$ cat src/verilog/vid_ref_cfg.svh
// constants for the vid reference decoder: offsets, fields, reset values
// assumes one 8-bit command code space addressed by the management bus front end
`ifndef VID_REF_CFG_SVH
`define VID_REF_CFG_SVH
// ----------------------------------------
// command codes
// ----------------------------------------
`define CMD_MAX_OUTPUT_VOLTAGE_LIMIT 8'h24
`define CMD_DROOP_OFFSET_CALIBRATION 8'he4
`define CMD_BOOT_VOLTAGE_SETTING 8'he6
`define CMD_DROOP_CONTROL 8'hd0
`define CMD_VID_SETTING 8'hd1
`define CMD_MARGIN_OFFSET 8'hd2
`define CMD_DECODER_STATUS 8'hd3
// ----------------------------------------
// fields
// ----------------------------------------
`define CAL_FIELD_HI 9
`define CAL_FIELD_LO 5
`define CURRENT_MONITOR_PIN_FIELD_HI 4
`define CURRENT_MONITOR_PIN_FIELD_LO 0
`define DROOP_EN_BIT 0
`define STATUS_MODE_BIT 0
`define STATUS_ON_BIT 1
// ----------------------------------------
// reset values
// ----------------------------------------
`define RST_MAX_OUTPUT_VOLTAGE 16'h00ff
`define RST_DROOP_CAL 16'h0000
`define RST_BOOT_VOLTAGE 16'h0000
`define RST_DROOP_EN 1'b1
`define RST_VID 8'h00
`define RST_MARGIN 8'h00
// ----------------------------------------
// decode figures: step sizes in millivolts, base offset in steps
// ----------------------------------------
`define STEP_FINE_MV 12'h005
`define STEP_COARSE_MV 12'h00a
`define VID_BASE_STEPS 12'h031
`endif

$ cat src/verilog/vid_ref_pkg.sv
// types for the vid reference decoder
// assumes vid_ref_cfg.svh is on the include path
package vid_ref_pkg;
  `include "vid_ref_cfg.svh"
  typedef struct packed {
    logic strap_done;
    logic mode_10mv;
    logic droop_en;
    logic [7:0] vid;
    logic [7:0] margin;
    logic [15:0] max_output_voltage_limit;
    logic [15:0] droop_cal;
    logic [15:0] boot;
    logic ref_on;
    logic [11:0] ref_mv;
    logic [11:0] margin_mv;
    logic droop_connect;
    logic [4:0] cal_code;
    logic [4:0] current_monitor_pin_code;
    logic [15:0] rdata;
    logic rvalid;
  } dec_state_t;
endpackage

$ cat src/verilog/vid_reference_decoder.sv
// vid reference decoder: turns management-bus settings into dac reference values
// assumes commands arrive already parsed as one code plus one data word per cycle
//
// What this block does
// - vid zero turns output off; else code 1 gives 0.250 V or 0.500 V, plus one step per code above
// - in 5 mV mode margin offset code n shifts output by 5n mV, -640..635
// - in 10 mV mode margin offset code n shifts output by 10n mV, -1280..1270
// - strap level sampled after reset picks 5 mV or 10 mV tables
// - droop current joins feedback by default; host may disconnect it
// - five-bit signed field sets calibration current into feedback resistor
// - with droop, second five-bit field adds current on monitor pin and droop path
module vid_reference_decoder
  import vid_ref_pkg::*;
(
  input wire logic clock,
  input wire logic srst,
  input wire logic clk_en,
  input wire logic mode_address_select_pin,
  input wire logic cmd_valid,
  input wire logic cmd_write,
  input wire logic [7:0] cmd_code,
  input wire logic [15:0] cmd_wdata,
  output logic [15:0] rsp_data,
  output logic rsp_valid,
  output logic ref_on,
  output logic [11:0] ref_mv,
  output logic [11:0] margin_mv,
  output logic droop_connect,
  output logic [4:0] cal_current_code,
  output logic [4:0] current_monitor_pin_current_code,
  output logic step_resolution_select
);
  dec_state_t st_r;
  dec_state_t st_nxt;
  logic [11:0] step_mv;
  logic [11:0] vid_ext;
  logic [11:0] margin_ext;

  // ----------------------------------------
  // next state
  // ----------------------------------------
  always_comb begin
    st_nxt = st_r;
    // strap caught on the first enabled edge after release, never under reset
    if (!st_r.strap_done) begin
      st_nxt.strap_done = 1'b1;
      st_nxt.mode_10mv = mode_address_select_pin;
    end
    st_nxt.rvalid = 1'b0;
    if (cmd_valid && cmd_write) begin
      if (cmd_code == `CMD_MAX_OUTPUT_VOLTAGE_LIMIT) begin
        st_nxt.max_output_voltage_limit = cmd_wdata;
      end else if (cmd_code == `CMD_DROOP_OFFSET_CALIBRATION) begin
        st_nxt.droop_cal = cmd_wdata;
      end else if (cmd_code == `CMD_BOOT_VOLTAGE_SETTING) begin
        st_nxt.boot = cmd_wdata;
      end else if (cmd_code == `CMD_DROOP_CONTROL) begin
        st_nxt.droop_en = cmd_wdata[`DROOP_EN_BIT];
      end else if (cmd_code == `CMD_VID_SETTING) begin
        st_nxt.vid = cmd_wdata[7:0];
      end else if (cmd_code == `CMD_MARGIN_OFFSET) begin
        st_nxt.margin = cmd_wdata[7:0];
      end
    end else if (cmd_valid) begin
      st_nxt.rvalid = 1'b1;
      if (cmd_code == `CMD_MAX_OUTPUT_VOLTAGE_LIMIT) begin
        st_nxt.rdata = st_r.max_output_voltage_limit;
      end else if (cmd_code == `CMD_DROOP_OFFSET_CALIBRATION) begin
        st_nxt.rdata = st_r.droop_cal;
      end else if (cmd_code == `CMD_BOOT_VOLTAGE_SETTING) begin
        st_nxt.rdata = st_r.boot;
      end else if (cmd_code == `CMD_DROOP_CONTROL) begin
        st_nxt.rdata = {15'h0000, st_r.droop_en};
      end else if (cmd_code == `CMD_VID_SETTING) begin
        st_nxt.rdata = {8'h00, st_r.vid};
      end else if (cmd_code == `CMD_MARGIN_OFFSET) begin
        st_nxt.rdata = {8'h00, st_r.margin};
      end else if (cmd_code == `CMD_DECODER_STATUS) begin
        st_nxt.rdata = {14'h0000, st_r.ref_on, st_r.mode_10mv};
      end else begin
        // unmapped codes read back zero
        st_nxt.rdata = 16'h0000;
      end
    end
    // outputs follow settings one cycle later; the dac sees a settled word
    st_nxt.ref_on = (st_r.vid != 8'h00);
    st_nxt.ref_mv = (st_r.vid == 8'h00) ? 12'h000 : 12'((vid_ext + `VID_BASE_STEPS) * step_mv);
    st_nxt.margin_mv = 12'($signed(margin_ext) * $signed(step_mv));
    st_nxt.droop_connect = st_r.droop_en;
    st_nxt.cal_code = st_r.droop_cal[`CAL_FIELD_HI:`CAL_FIELD_LO];
    // monitor-pin injection only makes sense with droop in the loop
    st_nxt.current_monitor_pin_code = st_r.droop_en ? st_r.droop_cal[`CURRENT_MONITOR_PIN_FIELD_HI:`CURRENT_MONITOR_PIN_FIELD_LO] : 5'h00;
  end

  assign step_mv = st_r.mode_10mv ? `STEP_COARSE_MV : `STEP_FINE_MV;
  assign vid_ext = {4'h0, st_r.vid};
  assign margin_ext = {{4{st_r.margin[7]}}, st_r.margin};

  // ----------------------------------------
  // state register
  // ----------------------------------------
  always_ff @(posedge clock) begin
    if (srst) begin
      st_r <= '0;
      st_r.droop_en <= `RST_DROOP_EN;
      st_r.droop_connect <= `RST_DROOP_EN;
      st_r.max_output_voltage_limit <= `RST_MAX_OUTPUT_VOLTAGE;
      st_r.droop_cal <= `RST_DROOP_CAL;
      st_r.boot <= `RST_BOOT_VOLTAGE;
      st_r.vid <= `RST_VID;
      st_r.margin <= `RST_MARGIN;
    end else if (clk_en) begin
      st_r <= st_nxt;
    end
  end

  assign rsp_data = st_r.rdata;
  assign rsp_valid = st_r.rvalid;
  assign ref_on = st_r.ref_on;
  assign ref_mv = st_r.ref_mv;
  assign margin_mv = st_r.margin_mv;
  assign droop_connect = st_r.droop_connect;
  assign cal_current_code = st_r.cal_code;
  assign current_monitor_pin_current_code = st_r.current_monitor_pin_code;
  assign step_resolution_select = st_r.mode_10mv;
endmodule

$ cat config.mk
export PLATFORM = sky130hd
export DESIGN_NAME = vid_reference_decoder
export DESIGN_NICKNAME = d
export VERILOG_FILES = /design/src/verilog/vid_ref_pkg.sv /design/src/verilog/vid_reference_decoder.sv
export VERILOG_INCLUDE_DIRS = /design/src /design/src/verilog
export SDC_FILE = /design/constraint.sdc
export NUM_CORES = 1
export LEC_CHECK = 0
export ABC_AREA = 1
export CAP_MARGIN = 25
export CORE_MARGIN = 3
export CORE_UTILIZATION = 60
export CTS_CLUSTER_DIAMETER = 120
export CTS_CLUSTER_SIZE = 28
export DETAILED_ROUTE_END_ITERATION = 12
export DONT_BUFFER_PORTS = 1
export HOLD_SLACK_MARGIN = 0.03
export PLACE_DENSITY = 0.77
export SETUP_SLACK_MARGIN = 0.1
export SYNTH_ARGS = -nofsm -noshare
export SYNTH_HDL_FRONTEND = slang
export SYNTH_SLANG_ARGS = --single-unit
$ cat constraint.sdc
create_clock -name clock -period 3.9 [get_ports clock]
set_clock_uncertainty 0.15 [all_clocks]
set_input_delay 0.39 -clock clock [delete_from_list [all_inputs] [get_ports clock]]
set_output_delay 0.39 -clock clock [all_outputs]
set_load 0.01 [all_outputs]
==> results of run 1 <==
-- worst paths after layout --
check,startpoint,endpoint,slack [ps],cells past startpoint
worst max register to register,st_r[110]$_SDFFE_PP0P_,ref_mv[8]$_SDFFE_PP0P_,390,15
worst min register to register,st_r[64]$_SDFFE_PP0P_,st_r[64]$_SDFFE_PP0P_,300,2
worst min-delay path,clk_en,margin_mv[9]$_SDFFE_PP0P_,50,3
worst max-delay path,st_r[110]$_SDFFE_PP0P_,ref_mv[8]$_SDFFE_PP0P_,390,15
-- flip-flops by register name (all words and copies together), names as in the netlist --
name and cells:
step_resolution_select 1, current_monitor_pin_current_code 5, ref_mv 12, st_nxt 6, margin_mv 12, cal_current_code 5, rsp_data 16, margin_ext 8
droop_connect 1, ref_on 1, rsp_valid 1, st_r 52
-- logic make-up (layout without fill, tap and decap cells) --
group	count (synthesis)	after routing	synth area share
AO/OA/AOI/OAI	232	232	0.173
XOR/XNOR	11	11	0.0132
adder cells (fa/ha/maj)	56	56	0.119
buffers and inverters	245	204	0.158
flip-flops	120	120	0.329
other	2	9	0.00103
AND/OR/NAND/NOR	345	345	0.207
-- stage by stage --
step | area, um^2 | setup WS (ps)
4_1_cts | 7700 | 281
3_5_place_dp | 6960 | 301
2_1_floorplan | 7330 | 296
3_3_place_gp | 6960 | 372
5_1_grt | 7710 | 138
6_report | 7710 | 393
-- power by group through the flow --
stage / logic (mW) / clock network, mW / registers, mW
2_1_floorplan: 0.175 / 0 / 1.28
3_3_place_gp: 0.170 / 0 / 1.29
3_5_place_dp: 0.172 / 0 / 1.29
4_1_cts: 0.202 / 1.48 / 1.26
5_1_grt: 0.234 / 1.54 / 1.26
6_report: 0.204 / 1.47 / 1.26
-- placed cells by master (no fill, tap or decap), types with 2 or more instances in the layout --
| cell type | count |
|---|---|
| a211oi_1 | 6 |
| a211oi_2 | 2 |
| a21oi_1 | 103 |
| a41oi_1 | 3 |
| buf_4 | 5 |
| bufinv_16 | 2 |
| clkbuf_1 | 3 |
| clkbuf_16 | 17 |
| clkinv_1 | 2 |
| clkinv_2 | 4 |
| clkinv_4 | 2 |
| conb_1 | 9 |
| dfxtp_1 | 118 |
| dfxtp_2 | 2 |
| dlygate4sd3_1 | 18 |
| fa_1 | 22 |
| ha_1 | 34 |
| inv_1 | 144 |
| inv_2 | 5 |
| nand2_1 | 178 |
| nand2_2 | 8 |
| nand2_4 | 2 |
| nand3_1 | 58 |
| nand4_1 | 12 |
| nor2_1 | 75 |
| nor2_2 | 2 |
| nor2_4 | 3 |
| nor3_4 | 2 |
| o211ai_1 | 18 |
| o21ai_0 | 80 |
| o21ai_1 | 11 |
| o21bai_1 | 4 |
| o22ai_1 | 2 |
| or2_2 | 3 |
| xnor2_1 | 3 |
| xor2_1 | 7 |
-- worst register-to-register path, stage by stage, from the launching register on --
cell	delay, ps
dfxtp_1	400
ha_1	210
nand3_1	190
xor2_2	200
or2_2	320
o21ai_0	100
ha_1	170
inv_1	50
fa_1	470
inv_1	40
ha_1	340
a21oi_1	220
o211ai_1	130
or2_2	280
nand2_1	70
a21oi_1	60
-- layer usage --
layer	share of wire	wire length [um]	track usage
met5	0	0	0
met4	0.025	426	0.101
met3	0.060	1010	0.0653
met2	0.47	7930	0.423
met1	0.44	7410	0.337
-- timing repair --
| item | in CTS | in global routing |
|---|---|---|
| gates resized for setup | 0 | 4 |
| endpoints found under the hold margin | 88 | 0 |
| setup endpoints to repair | 0 | 11 |
| hold buffers | 19 | 0 |
-- area by class of cell --
class	instances	area [um^2]
clock buffers	20	437
clock inverters	9	105
fillers	1038	3950
inverters	151	567
multi-input cells	653	3780
flip-flops and latches	120	2400
well taps	143	179
repair buffers	24	238
==> flow_summary.toml, run 1 <==
[layout]
layout.nets = 1053
finalNonFillerCells = 1120
diodes = 0
area_delta_synth_final_pct = 5.67
drive_above_1_share = 0.0655
final_util = 0.661

[floorplanning]
pin_count = 84
die_area_um2 = 13500
die_x_um = 116
start_util = 0.626
die_h_um = 116
rows = 39
core_area_um2 = 11700

[run_status]
status = "completed"

[pwr]
cellInternalPower_mw = 2.24
sw_frac_of_total = 0.238
clkPwrFrac = 0.500
p_seq_frac = 0.430
ir_drop_v = 0.000412
p_total_mw = 2.93
combPwrFrac = 0.070
p_leak_nw = 3.59
switchingPower_uw = 698
power_density_nw_per_um2 = 380

[clock_network]
cts_sinks = 120
root_buffer = "clkbuf_16"
clock_path_buffers = 2
cts_tree = "built"
insertion_delay_ps = 420
numCtsBuffers = 17
h-tree-depth = 4
clk_pin_slew_worst_paths_ps = 60
post_cts_buffers = 0

[setup_path]
crit_path_cell_trace = "ha_1, nand3_1, xor2_2, or2_2, o21ai_0, ha_1, inv_1, fa_1, inv_1, ha_1, a21oi_1, o211ai_1, or2_2, nand2_1, a21oi_1"
cp_slowest_cell = "fa_1"
critPathTopFamily = "adder cells"
criticalPathCategory = "reg -> reg"
cp.arrival_ps = 3650
end_kind = "flip-flop"
cp.required_ps = 4050
cp_max_fo = 5
slowest_delay_ps = 470
worst_path_most_repeated_cell = "ha_1"
start_kind = "flip-flop"
cp_num_buf_inv = 2

[timing]
period_minus_slack_ps = 3510
finalCritPeriodShare = 0.899
fmax_ghz = 0.285
slew_viol_final = 0
setup_viol = 0
whs_ps = 51.2
fin_setup_tns_ps = 0
slew_headroom = 0.310
worst_slew_pin_slew_ps = 1030
hold_violations = 0
rsz0062_at_grt = "no"

[synth]
synth_area_leaders = "dfxtp_1 (33%), nand2_1 (9.2%), inv_1 (7.4%), a21oi_1 (7.1%), fa_1 (6.0%)"
syn_inst = 1011
syn_area_um2 = 7300
synth_edf_count = 0
avgSynthCellArea_um2 = 7.22
yosysMostFrequentCell = "nand2_1"
synth.top_cell.area_share = 0.329
yosys_register_bits = 120
async_flop_share = 0
yosysUniqueCellTypes = 38
synth_top_flop_cell = "dfxtp_1"
ys_seq_area_frac = 0.329
yosys_warnings = 0
synth_common_cells = "nand2_1 (178), inv_1 (144), dfxtp_1 (120), a21oi_1 (104), o21ai_0 (80)"
yosys.area.top_type = "dfxtp_1"

[detailed_routing]
vias = 6071
post_drt_via_cell_ratio = 5.42
drtPass1Iterations = 4
wl_mm = 16.8
drt_drc_violations_left = 0
wl_per_cell_um = 15.0
dr.first_iter.drc_count = 372
ant_nets = 0

[hold_path]
hold_path_class = "in -> reg"

[placement]
port_buffers = 0
gp_congestion = 0.890
dp.cells = 1072
dpl.hpwl_mm = 11.8

[global_route]
grt_pass1_wl_mm = 27.9
antenna_found_initial = 0
track_usage = 0.261
grt_max_degree = 72
grt_overflow = 0
grt_pass1_vias = 5760

[job]
cap_violations = 0
Power figures use the tool's default switching activity.
==> run 2, diff against run 1 <==
--- a/config.mk
+++ b/config.mk
@@ -6,7 +6,6 @@
 export SDC_FILE = /design/constraint.sdc
 export NUM_CORES = 1
 export LEC_CHECK = 0
-export ABC_AREA = 1
 export CAP_MARGIN = 25
 export CORE_MARGIN = 3
 export CORE_UTILIZATION = 60
==> run 2 against run 1 <==
Total power shrank 0.74%. Non-clock buffer count grew 10. Sequential power is essentially flat. Hold slack lost 1.9 ps. Routed wire length grew 5.9%. Count of clock-buffer cells in the layout shrank 3. Critical path type unchanged. Largest power group unchanged.
==> flow_summary.toml, run 2 <==
[placement]
gp_congestion = 0.893
port_buffers = 0
dp_slack_ps = -2.24
dpl.hpwl_mm = 11.8
place_area_um2 = 6850

[clock_network]
root_buffer = "clkbuf_16"
cts_sinks = 120
clock_path_buffers = 2
clk_pin_slew_worst_paths_ps = 60
h-tree-depth = 4
numCtsBuffers = 17
cts_tree = "built"
insertion_delay_ps = 420

[synth]
yosysMostFrequentCell = "dfxtp_1"
synthMuxAreaShare = 0.0856
synth_adder_area_share = 0.121
syn_inst = 836
synth_area_leaders = "dfxtp_1 (33%), mux2i_1 (6.8%), fa_1 (6.1%), ha_1 (5.9%), buf_4 (5.5%)"
synth.top_cell.area_share = 0.335
ys_seq_area_frac = 0.335
synth_top_flop_cell = "dfxtp_1"
yosys_warnings = 0
synth-xor-area-share = 0.0183
synth_top_family_by_area = "simple AND/OR/NAND/NOR gates"
syn_area_um2 = 7180
yosys_register_bits = 120
async_flop_share = 0
yosys.area.top_type = "dfxtp_1"
avgSynthCellArea_um2 = 8.59
yosys.area_share.simple = 0.191
yosysUniqueCellTypes = 68
synth_edf_count = 0
synth_common_cells = "dfxtp_1 (120), nor2_1 (91), nand2_1 (81), inv_1 (55), buf_4 (53)"
synth_compound_area_frac = 0.138

[timing]
worst_slack_ps = 177
setup_viol = 0
whs_ps = 49.2
slew_headroom = 0.328
finalCritPeriodShare = 0.955
period_minus_slack_ps = 3720
fmax_ghz = 0.269
rsz0062_at_grt = "yes"
hold_violations = 0
fin_setup_tns_ps = 0
slew_viol_final = 0
worst_slew_pin_slew_ps = 1000

[layout]
top_register = "st_r"
final_area_um2 = 7730
mostFrequentLayoutCells = "dfxtp_1 (117), nor2_1 (91), nand2_1 (81), inv_1 (55), mux2i_1 (49)"
final_common_cell = "dfxtp_1"
final_util = 0.668
area_delta_synth_final_pct = 7.67
drive_above_1_share = 0.113
layout.nets = 885
largest_reg_flops = 52

[pwr]
p_leak_nw = 3.47
ir_drop_v = 0.000399
power_density_nw_per_um2 = 377

[hold_path]
hold_path_class = "in -> reg"

[global_route]
antenna_found_initial = 1
grt_max_degree = 104
grt_overflow = 0
track_usage = 0.272
grt_pass1_vias = 5698
grt_pass1_wl_mm = 28.3

[detailed_routing]
vias = 5802
ant_nets = 0
drtPass1Iterations = 5
dr.first_iter.drc_count = 611
post_drt_via_cell_ratio = 6.07
wl_per_cell_um = 18.6
wl_mm = 17.8
drt_drc_violations_left = 0

[setup_path]
start_kind = "flip-flop"
critPathTopFamily = "adder cells"
end_kind = "flip-flop"
cp_num_buf_inv = 2
crit_path_cell_trace = "ha_2, a311o_1, xor2_1, and2_4, ha_1, inv_1, fa_1, inv_1, ha_2, or3_4, or2_2, o221ai_2, xor2_1, o21ai_1"
slowest_delay_ps = 500
cp_slowest_cell = "fa_1"
cp_max_fo = 5
criticalPathCategory = "reg -> reg"
cp.required_ps = 4050
cp.arrival_ps = 3870

[floorplanning]
die_area_um2 = 13300
start_util = 0.621
core_area_um2 = 11600
die_x_um = 115
die_h_um = 115
pin_count = 84
rows = 39

[run_status]
status = "completed"

[job]
cap_violations = 0
run 2: cell count changes after synthesis, sizes merged, moves of 11 or more:
| cell | delta |
|---|---|
| a21oi | -63 |
| nand2 | -105 |
| inv | -94 |
| nand3 | -25 |
| o211ai | -13 |
| nor2 | +11 |
| mux2 | +11 |
| mux2i | +49 |
| a221oi | +15 |
| nor3 | +15 |
| o21ai | -60 |
run 2: worst paths after layout:
| check | slack (ps) | depth (start not counted) | startpoint | endpoint |
|---|---|---|---|---|
| max | 180 | 14 | st_r[110]$_SDFFE_PP0P_ | ref_mv[10]$_SDFFE_PP0P_ |
| min | 50 | 2 | clk_en | margin_mv[7]$_SDFFE_PP0P_ |
| max reg2reg | 180 | 14 | st_r[110]$_SDFFE_PP0P_ | ref_mv[10]$_SDFFE_PP0P_ |
| min reg2reg | 320 | 2 | st_r[95]$_SDFFE_PP0P_ | st_r[95]$_SDFFE_PP0P_ |
run 2: repair_timing:
| action | CTS | global route |
|---|---|---|
| setup buffers | 1 | 5 |
| hold buffers | 21 | 0 |
| pin swaps | 1 | 5 |
| endpoints found under the hold margin | 113 | 0 |
| resized for setup | 2 | 18 |
| setup endpoints to repair | 1 | 9 |
run 2: layer usage:
| metal | global-route usage | part of all wire |
|---|---|---|
| met5 | 0 | 0 |
| met4 | 0.132 | 0.039 |
| met1 | 0.327 | 0.41 |
| met2 | 0.449 | 0.49 |
| met3 | 0.0768 | 0.066 |
run 2: cells by family (layout without fill, tap and decap cells):
kind of cell	count (synthesis)	after routing
compound gates	148	148
xor+xnor	15	15
buf+inv	153	122
fa+ha+maj	56	56
simple gates	282	282
flops	120	120
other cells	2	10
mux	60	60
run 2: worst register-to-register path, stage by stage (launching register included):
cell and delay [ps]:
dfxtp_1 320, ha_2 210, a311o_1 400, xor2_1 170, and2_4 180, ha_1 290
inv_1 60, fa_1 500, inv_1 40, ha_2 200, or3_4 370, or2_2 310
o221ai_2 170, xor2_1 180, o21ai_1 70
run 2: area by class of cell:
| type | count | area (um^2) |
|---|---|---|
| fill | 902 | 3840 |
| clock buffer | 17 | 425 |
| multi-input combinational | 570 | 4060 |
| timing repair buffer | 34 | 325 |
| sequential | 120 | 2410 |
| tap | 143 | 179 |
| inverter | 56 | 214 |
| clock inverter | 15 | 118 |
| antenna | 1 | 2.50 |
run 2: stage by stage:
stage / power [mW] / instances
floorplan: 1.45 / 843
global route: 3.02 / 956
finish: 2.91 / 956
CTS: 2.91 / 950
detailed placement: 1.44 / 896
global placement: 1.43 / 895
run 2: power breakdown:
part           leakage, nW  internal [mW]  switching [mW]
registers            0.972           1.24          0.0183
clock network        0.266          0.822           0.615
logic                 2.23         0.0804           0.134
total                 3.47           2.14           0.767
